File: src/logic/rtc_xfer_pkg.sv
`default_nettype none
package rtc_xfer_pkg;
   // ---------------------------------------------------------------
   // register word offsets (byte addresses; OFF_OSC_INDEX is a word index)
   // ---------------------------------------------------------------
   localparam logic [5:0] OFF_HOLD0      = 6'h00;
   localparam logic [5:0] OFF_HOLD1      = 6'h04;
   localparam logic [5:0] OFF_HOLD2      = 6'h08;
   localparam logic [5:0] OFF_HOLD3      = 6'h0C;
   localparam logic [5:0] OFF_CTRL       = 6'h10;
   localparam logic [5:0] OFF_OSC        = 6'h14;
   localparam logic [5:0] OFF_IRQ_STAT   = 6'h18;
   localparam logic [5:0] OFF_IRQ_MASK   = 6'h1C;
   localparam logic [5:0] OFF_OSC_INDEX  = 6'h05;
   // ---------------------------------------------------------------
   // field positions
   // ---------------------------------------------------------------
   localparam int CTRL_CAP_BIT   = 0;
   localparam int CTRL_SET_BIT   = 1;
   localparam int CTRL_ALARM_BIT = 2;
   localparam int OSC_GAIN_BIT   = 7;
   localparam int OSC_TYPE_BIT   = 6;
   localparam int OSC_BIAS_BIT   = 5;
   localparam int OSC_VALID_BIT  = 4;
   localparam int IRQ_CAP_BIT    = 0;
   localparam int IRQ_SET_BIT    = 1;
   localparam int IRQ_ALARM_BIT  = 2;
   // ---------------------------------------------------------------
   // reset values and timing
   // ---------------------------------------------------------------
   localparam logic [7:0] OSC_RESET      = 8'h00;
   localparam logic [2:0] IRQ_RESET      = 3'h0;
   localparam int         XFER_CYCLES    = 2;
endpackage
`default_nettype wire

File: src/logic/rtc_xfer_if.sv
`timescale 1ns/10ps
`default_nettype none
interface rtc_xfer_if;
   logic        start_cap;
   logic        start_set;
   logic        busy;
   logic        done_cap;
   logic        done_set;
   logic [31:0] hold_val;
   logic [31:0] cap_val;
   modport ctrl (output start_cap, output start_set, output hold_val,
                 input busy, input done_cap, input done_set, input cap_val);
   modport seq  (input start_cap, input start_set, input hold_val,
                 output busy, output done_cap, output done_set, output cap_val);
endinterface
`default_nettype wire

File: src/logic/rtc_xfer_seq.sv
`timescale 1ns/10ps
`default_nettype none
module rtc_xfer_seq
   import rtc_xfer_pkg::*;
(
   input  wire logic        sys_clk_in,
   input  wire logic        rst_n_in,
   rtc_xfer_if.seq          xf,
   input  wire logic [31:0] timer_val_in,
   output logic             load_stb,
   output logic [31:0]      load_val
);
   typedef enum logic [2:0] {
      S_IDLE = 3'b001,
      S_CAP  = 3'b010,
      S_SET  = 3'b100
   } xfer_state_t;

   xfer_state_t state_q;
   logic [1:0]  cnt_q;
   logic        done_cap_q;
   logic        done_set_q;
   logic [31:0] cap_q;
   logic        load_q;

   wire cnt_end = (cnt_q == 2'(XFER_CYCLES - 1));

   always_ff @(posedge sys_clk_in or negedge rst_n_in) begin
      if (!rst_n_in) begin
         state_q    <= S_IDLE;
         cnt_q      <= 2'h0;
         done_cap_q <= 1'b0;
         done_set_q <= 1'b0;
         cap_q      <= 32'h00000000;
         load_q     <= 1'b0;
      end else begin
         done_cap_q <= 1'b0;
         done_set_q <= 1'b0;
         load_q     <= 1'b0;
         unique case (state_q)
            S_IDLE: begin
               cnt_q <= 2'h0;
               if (xf.start_set) begin
                  state_q <= S_SET;
               end else if (xf.start_cap) begin
                  state_q <= S_CAP;
               end
            end
            S_CAP: begin
               cnt_q <= cnt_q + 2'h1;
               if (cnt_end) begin
                  cap_q      <= timer_val_in;
                  done_cap_q <= 1'b1;
                  state_q    <= S_IDLE;
               end
            end
            S_SET: begin
               cnt_q <= cnt_q + 2'h1;
               if (cnt_end) begin
                  load_q     <= 1'b1;
                  done_set_q <= 1'b1;
                  state_q    <= S_IDLE;
               end
            end
         endcase
      end
   end

   assign xf.busy     = (state_q != S_IDLE);
   assign xf.done_cap = done_cap_q;
   assign xf.done_set = done_set_q;
   assign xf.cap_val  = cap_q;
   assign load_stb    = load_q;
   assign load_val    = xf.hold_val;
endmodule // rtc_xfer_seq
`default_nettype wire

File: src/logic/rtc_transfer_and_osc_control.sv
`timescale 1ns/10ps
`default_nettype none
// Behaviour
// - writing 1 to capture trigger copies timer to holding; bit clears when done
// - alarm flag stays set; only software write clears it
// - oscillator control bit 7 enables automatic gain control
// - bit 6 selects oscillator type: 0 self-oscillate, 1 crystal
// - bit 5 enables doubled oscillator bias
// - read-only bit 4 shows oscillation amplitude is sufficient
// - bits 3:0 read 0000b, writes ignored
// - oscillator control at internal address 0x05, reset all zero
// - four holding bytes form 32-bit value; set loads timer, capture fills it
module rtc_transfer_and_osc_control
   import rtc_xfer_pkg::*;
(
   input  wire logic        sys_clk_in,
   input  wire logic        rst_n_in,
   input  wire logic [5:0]  avs_address_in,
   input  wire logic        avs_read_in,
   input  wire logic        avs_write_in,
   input  wire logic [31:0] avs_writedata_in,
   input  wire logic [3:0]  avs_byteenable_in,
   output logic [31:0]      avs_readdata_out,
   output logic             avs_waitrequest_out,
   input  wire logic [31:0] timer_val_in,
   input  wire logic        alarm_match_in,
   input  wire logic        osc_amplitude_valid_in,
   output logic             timer_load_out,
   output logic [31:0]      timer_load_val_out,
   output logic             osc_gain_ctrl_enable_out,
   output logic             osc_type_select_out,
   output logic             bias_double_enable_out,
   output logic             alarm_event_flag_out,
   output logic             irq_out
);
   // ---------------------------------------------------------------
   // state
   // ---------------------------------------------------------------
   logic [31:0] timer_holding_regs_q;
   logic        timer_capture_trigger_q;
   logic        timer_set_trigger_q;
   logic        alarm_event_flag_q;
   logic [7:0]  rtc_oscillator_control_q;
   logic        valid_q;
   logic [2:0]  irq_stat_q;
   logic [2:0]  irq_mask_q;
   logic        ack_q;
   logic [31:0] rdata_q;
   logic        load_q;
   logic [31:0] load_val_q;
   logic        irq_q;
   logic        start_cap_q;
   logic        start_set_q;

   rtc_xfer_if xf ();
   logic        seq_load;
   logic [31:0] seq_load_val;

   rtc_xfer_seq u_seq (
      .sys_clk_in   (sys_clk_in),
      .rst_n_in     (rst_n_in),
      .xf           (xf.seq),
      .timer_val_in (timer_val_in),
      .load_stb     (seq_load),
      .load_val     (seq_load_val)
   );

   assign xf.start_cap = start_cap_q;
   assign xf.start_set = start_set_q;
   assign xf.hold_val  = timer_holding_regs_q;

   // ---------------------------------------------------------------
   // bus decode
   // ---------------------------------------------------------------
   wire        req      = (avs_read_in | avs_write_in) & ~ack_q;
   // a write lands at the edge where waitrequest is sampled low
   wire        wr       = avs_write_in & ack_q;
   wire        rd       = avs_read_in & req;
   wire        hit_h0   = (avs_address_in == OFF_HOLD0);
   wire        hit_h1   = (avs_address_in == OFF_HOLD1);
   wire        hit_h2   = (avs_address_in == OFF_HOLD2);
   wire        hit_h3   = (avs_address_in == OFF_HOLD3);
   wire        hit_ctrl = (avs_address_in == OFF_CTRL);
   wire        hit_osc  = (avs_address_in == OFF_OSC);
   wire        hit_stat = (avs_address_in == OFF_IRQ_STAT);
   wire        hit_mask = (avs_address_in == OFF_IRQ_MASK);
   wire        be0      = avs_byteenable_in[0];
   wire [7:0]  wd       = avs_writedata_in[7:0];
   // holding registers locked while a transfer runs
   wire        hold_ok  = ~(timer_capture_trigger_q | timer_set_trigger_q);
   wire        ctrl_wr  = wr & hit_ctrl & be0;
   wire        cap_go   = ctrl_wr & wd[CTRL_CAP_BIT] & hold_ok;
   wire        set_go   = ctrl_wr & wd[CTRL_SET_BIT] & hold_ok & ~wd[CTRL_CAP_BIT];
   wire        alarm_clr = ctrl_wr & ~wd[CTRL_ALARM_BIT];
   wire [7:0]  osc_rd   = {rtc_oscillator_control_q[7:5], valid_q, 4'h0};
   wire [7:0]  ctrl_rd  = {5'h00, alarm_event_flag_q, timer_set_trigger_q, timer_capture_trigger_q};
   wire [2:0]  events   = {alarm_match_in, xf.done_set, xf.done_cap};
   wire [2:0]  stat_clr = (wr & hit_stat & be0) ? avs_writedata_in[2:0] : 3'h0;

   function automatic logic [31:0] put_byte(input logic [31:0] v, input int idx, input logic [7:0] b);
      logic [31:0] r;
      r = v;
      r[idx*8 +: 8] = b;
      return r;
   endfunction

   logic [31:0] rdata_d;
   logic [31:0] hold_d;
   always_comb begin
      rdata_d = 32'h00000000;
      if (hit_h0) rdata_d = {24'h000000, timer_holding_regs_q[7:0]};
      if (hit_h1) rdata_d = {24'h000000, timer_holding_regs_q[15:8]};
      if (hit_h2) rdata_d = {24'h000000, timer_holding_regs_q[23:16]};
      if (hit_h3) rdata_d = {24'h000000, timer_holding_regs_q[31:24]};
      if (hit_ctrl) rdata_d = {24'h000000, ctrl_rd};
      if (hit_osc) rdata_d = {24'h000000, osc_rd};
      if (hit_stat) rdata_d = {29'h00000000, irq_stat_q};
      if (hit_mask) rdata_d = {29'h00000000, irq_mask_q};
      hold_d = timer_holding_regs_q;
      if (xf.done_cap) begin
         hold_d = xf.cap_val;
      end else if (wr & be0 & hold_ok) begin
         if (hit_h0) hold_d = put_byte(hold_d, 0, wd);
         if (hit_h1) hold_d = put_byte(hold_d, 1, wd);
         if (hit_h2) hold_d = put_byte(hold_d, 2, wd);
         if (hit_h3) hold_d = put_byte(hold_d, 3, wd);
      end
   end

   // ---------------------------------------------------------------
   // bus handshake and holding registers
   // ---------------------------------------------------------------
   always_ff @(posedge sys_clk_in or negedge rst_n_in) begin
      if (!rst_n_in) begin
         ack_q                <= 1'b0;
         rdata_q              <= 32'h00000000;
         timer_holding_regs_q <= 32'h00000000;
         start_cap_q          <= 1'b0;
         start_set_q          <= 1'b0;
      end else begin
         ack_q                <= req;
         if (rd) rdata_q      <= rdata_d;
         timer_holding_regs_q <= hold_d;
         start_cap_q          <= cap_go;
         start_set_q          <= set_go;
      end
   end

   // ---------------------------------------------------------------
   // triggers and alarm flag
   // ---------------------------------------------------------------
   always_ff @(posedge sys_clk_in or negedge rst_n_in) begin
      if (!rst_n_in) begin
         timer_capture_trigger_q <= 1'b0;
         timer_set_trigger_q     <= 1'b0;
         alarm_event_flag_q      <= 1'b0;
      end else begin
         if (cap_go) timer_capture_trigger_q <= 1'b1;
         else if (xf.done_cap) timer_capture_trigger_q <= 1'b0;
         if (set_go) timer_set_trigger_q <= 1'b1;
         else if (xf.done_set) timer_set_trigger_q <= 1'b0;
         if (alarm_match_in) alarm_event_flag_q <= 1'b1;
         else if (alarm_clr) alarm_event_flag_q <= 1'b0;
      end
   end

   // ---------------------------------------------------------------
   // oscillator control
   // ---------------------------------------------------------------
   always_ff @(posedge sys_clk_in or negedge rst_n_in) begin
      if (!rst_n_in) begin
         rtc_oscillator_control_q <= OSC_RESET;
         valid_q                  <= 1'b0;
      end else begin
         valid_q <= osc_amplitude_valid_in;
         if (wr & hit_osc & be0) begin
            rtc_oscillator_control_q <= {wd[7:5], 5'h00};
         end
      end
   end

   // ---------------------------------------------------------------
   // interrupts and outputs
   // ---------------------------------------------------------------
   always_ff @(posedge sys_clk_in or negedge rst_n_in) begin
      if (!rst_n_in) begin
         irq_stat_q <= IRQ_RESET;
         irq_mask_q <= IRQ_RESET;
         irq_q      <= 1'b0;
         load_q     <= 1'b0;
         load_val_q <= 32'h00000000;
      end else begin
         irq_stat_q <= (irq_stat_q & ~stat_clr) | events;
         if (wr & hit_mask & be0) irq_mask_q <= avs_writedata_in[2:0];
         irq_q      <= |(irq_stat_q & irq_mask_q);
         load_q     <= seq_load;
         if (seq_load) load_val_q <= seq_load_val;
      end
   end

   assign avs_readdata_out         = rdata_q;
   assign avs_waitrequest_out      = ~ack_q;
   assign timer_load_out           = load_q;
   assign timer_load_val_out       = load_val_q;
   assign osc_gain_ctrl_enable_out = rtc_oscillator_control_q[OSC_GAIN_BIT];
   assign osc_type_select_out      = rtc_oscillator_control_q[OSC_TYPE_BIT];
   assign bias_double_enable_out   = rtc_oscillator_control_q[OSC_BIAS_BIT];
   assign alarm_event_flag_out     = alarm_event_flag_q;
   assign irq_out                  = irq_q;
endmodule // rtc_transfer_and_osc_control
`default_nettype wire

File: config.mk
export PLATFORM = sky130hd
export DESIGN_NAME = rtc_transfer_and_osc_control
export DESIGN_NICKNAME = d
export VERILOG_FILES = /design/src/logic/rtc_xfer_pkg.sv /design/src/logic/rtc_xfer_if.sv /design/src/logic/rtc_xfer_seq.sv /design/src/logic/rtc_transfer_and_osc_control.sv
export SDC_FILE = /design/constraint.sdc
export NUM_CORES = 1
export LEC_CHECK = 0
export ABC_AREA = 1
export BUFFER_PORTS_ARGS = -buffer_cell sky130_fd_sc_hd__buf_4
export CAP_MARGIN = 20
export CORE_UTILIZATION = 30
export DETAILED_ROUTE_END_ITERATION = 10
export GPL_TIMING_DRIVEN = 0
export PLACE_DENSITY_LB_ADDON = 0.05
export SLEW_MARGIN = 15
export SYNTH_ARGS = -nofsm -noshare
export SYNTH_HDL_FRONTEND = slang
export SYNTH_SLANG_ARGS = --single-unit
export TNS_END_PERCENT = 10
File: constraint.sdc
create_clock -name sys_clk_in -period 2 [get_ports sys_clk_in]
set_clock_uncertainty 0.15 [all_clocks]
set_input_delay 0.6 -clock sys_clk_in [delete_from_list [all_inputs] [get_ports sys_clk_in]]
set_output_delay 0.6 -clock sys_clk_in [all_outputs]
set_load 0.005 [all_outputs]
==> flow_summary.yaml <==
run_status:
  status: "complete, no violations"
sta:
  relSlewSlack_pct: 58.1
  tightestPinTransition_ns: 0.624
  rsz0062_at_grt: "yes"
  timing_hold_violations_final: 0
  fmax_mhz: 524
  period_minus_slack_ns: 1.91
  fin_ws_ns: 0.0917
  fin_crit_sh_pct: 95.4
  slew_viol_final: 0
  setup_viol: 0
cells_and_area:
  area_growth_pct: 32.7
  drive_gt1_share_pct: 27.7
  fill_cells: 1865
  antennaDiodeCount: 0
  nets: 841
  instances_no_fill: 1002
drt:
  wl_per_cell_um: 16.1
  dr_total_vias: 4597
  ant_nets: 0
  routed_wl_um: 16100
  drtPass1Iterations: 7
  viasPerCell: 4.59
  drc: 0
  drt_iter0_drc: 347
synthesis:
  synth_cell_type_count: 31
  ys_seq_area_share_pct: 56.8
  ys_seq_elements: 129
  syn-cell-area_mm2: 0.00569
  syn_inst: 619
  ys_warn_count: 0
  avgSynthCellArea_um2: 9.18
grt:
  grt_pass1_wl_um: 25700
  gr-usage-all-layers_pct: 17.5
  antenna_found_initial: 0
  grt.overflow.total: 0
  grt_max_degree: 70
  grt_pass1_vias: 4502
critical_path:
  worstSetupPathType: "in2reg"
  worstSetupEndpointType: "flip-flop"
  critical_path.startpoint_type: "input port"
  cp_slowest_stage_delay_ns: 0.54
  cpMostUsedCell: "nand2_1"
  arrival_ns: 2.09
  slowest_stage: "nor4_2"
  worstPathRequired_ns: 2.18
  cp_max_fo: 6
  crit_family: "simple AND/OR/NAND/NOR gates"
  worstPathCellList: "buf_4, inv_1, nand2_1, nor4_2, nand2_1, o21ai_0"
  crit_buf_inv: 2
place:
  port_buffers: 98
  dpl_worst_slack_ns: -0.452
  hpwl_um: 12400
  dp.cells: 970
  place.gp.congestion: 0.805
clocking:
  cts.htree.levels: 4
  cts.sinks: 129
  clk_latency_ns: 0.42
  clk_path_buf_depth: 2
  cts_tree: "done"
  root_buffer: "clkbuf_16"
  clk_pin_slew_ns: 0.06
  postCtsSetupRepairBufs: 0
  cts_made_buffers: 17
die:
  core_area_mm2: 0.0183
  die_x_um: 140
  boundaryPins: 151
  initial_core_util_pct: 31.1
  die_h_um: 140
  fp-row-count: 49
  die-area_mm2: 0.0195
run:
  drv_cap: 0
worst_hold_path:
  hp-class: "in2async"
pwr:
  total_power_mw: 6.76
  p_per_area_mw_per_mm2: 896
  ir_drop_mv: 0.606
  leakagePower_nw: 3.91
-- placed cells by master, fill, tap and decap left out, types with 3 or more instances in the layout --
master      instances
a31oi_1             3
o21bai_1            4
buf_4             122
nand2_1           193
nand3_1            22
clkinvlp_4          4
bufinv_16           6
mux2_2             31
clkbuf_1            9
o21ai_1            33
clkbuf_2            7
conb_1             24
o211ai_1            4
inv_1              38
o221ai_1            3
buf_2               5
a21oi_1            34
dfrtp_1           128
o22ai_1             3
nor2_1             33
o21ai_0            10
or2_0               4
nand4_1            11
clkbuf_16          17
nor2_2              3
-- final cells by class --
type	instances	area, um2	share of cell area (%)
timing repair buffer	99	767	10.2
sequential	129	3230	42.8
multi-input combinational	426	2140	28.3
tap	229	287	3.80
clock buffer	19	453	6.00
inverter	40	150	1.99
clock inverter	13	233	3.08
buffer	47	289	3.83
-- cell families (layout without fill, tap and decap cells) --
kind of cell	Yosys count	after routing	share of synthesized area [%]
buffers and inverters	87	218	7.50
flip-flops	129	129	56.8
other	1	24	0.0660
AND/OR/NAND/NOR	272	272	19.8
multiplexers	31	31	6.14
AO/OA/AOI/OAI	98	98	9.46
adder cells (fa/ha/maj)	1	1	0.220
-- power breakdown --
group          switching (mW)  total (mW)  internal (mW)
clock                    1.16        3.56           2.40
combinational           0.231       0.416          0.185
sequential             0.0816        2.78           2.70
-- stage by stage --
step / util [%] / area [um2] / setup TNS [ns] / hold slack, ns
after detailed placement: 37.4 / 6830 / -19.18 / 0.210
after CTS: 41.2 / 7520 / 0 / 0.0222
after global routing: 41.3 / 7550 / -0.164 / 0.0551
final: 41.3 / 7550 / 0 / 0.00882
after global placement: 37.2 / 6790 / -56.02 / 0.208
after floorplan: - / 5770 / 0 / 0.154
-- flip-flops by register name (all words and copies together) (netlist names), 3 cells and up --
name,count
avs_readdata_out,8
irq_mask_q,3
irq_stat_q,3
rtc_oscillator_control_q,3
timer_holding_regs_q,32
timer_load_val_out,32
u_seq.state_q,3
u_seq.xf.cap_val,32
-- cell usage after synthesis --
cell / instances / area share [%]
or2_0: 4 / 0.44
nor2_2: 2 / 0.22
nand4_1: 11 / 1.2
ha_1: 1 / 0.22
conb_1: 1 / 0.066
o21bai_1: 4 / 0.53
buf_2: 5 / 0.44
a21oi_1: 34 / 3.0
o21ai_1: 33 / 2.9
nor4_2: 1 / 0.22
buf_4: 25 / 3.3
o22ai_1: 3 / 0.33
buf_1: 1 / 0.066
nor3_4: 1 / 0.29
inv_1: 38 / 2.5
a21o_1: 1 / 0.13
a21oi_2: 1 / 0.15
dfstp_2: 1 / 0.46
clkbuf_1: 16 / 1.1
nand3_1: 22 / 1.9
nor3_1: 1 / 0.088
dfrtp_1: 128 / 56
o21ai_0: 10 / 0.88
a31oi_1: 5 / 0.55
mux2_2: 31 / 6.1
nor2_1: 35 / 2.3
inv_2: 2 / 0.13
o221ai_1: 3 / 0.46
nand2_1: 193 / 13
nor3_2: 2 / 0.35
o211ai_1: 4 / 0.53
-- timing repair --
item / 4_1_cts / 5_1_grt
endpoints found under the hold margin: 0 / 0
endpoints found under the setup margin: 45 / 67
hold buffers: 0 / 0
gates resized for setup: 5 / 14
-- per-layer routing --
| layer | global-route usage (%) | part of all wire [%] |
|---|---|---|
| met1 | 24.9 | 50 |
| met2 | 26.5 | 44 |
| met3 | 4.34 | 4.3 |
| met4 | 4.34 | 0.79 |
| met5 | 0 | 0 |
-- path summary, 6_finish.rpt --
path / from / to / slack (ns) / cells after the start
worst max-delay path: avs_address_in[0] / rtc_oscillator_control_q[6] / 0.09 / 6
worst min-delay path: rst_n_in / alarm_event_flag_out / 0.009 / 1
worst max register to register: ack_q / timer_holding_regs_q[16] / 0.15 / 7
worst min register to register: u_seq.xf.done_set / timer_load_out / 0.22 / 0
max in group asynchronous: rst_n_in / rtc_oscillator_control_q[7] / 0.94 / 2
min in group sys_clk_in: osc_amplitude_valid_in / valid_q / 0.14 / 1
No activity file was read; power rests on OpenSTA's default activity.
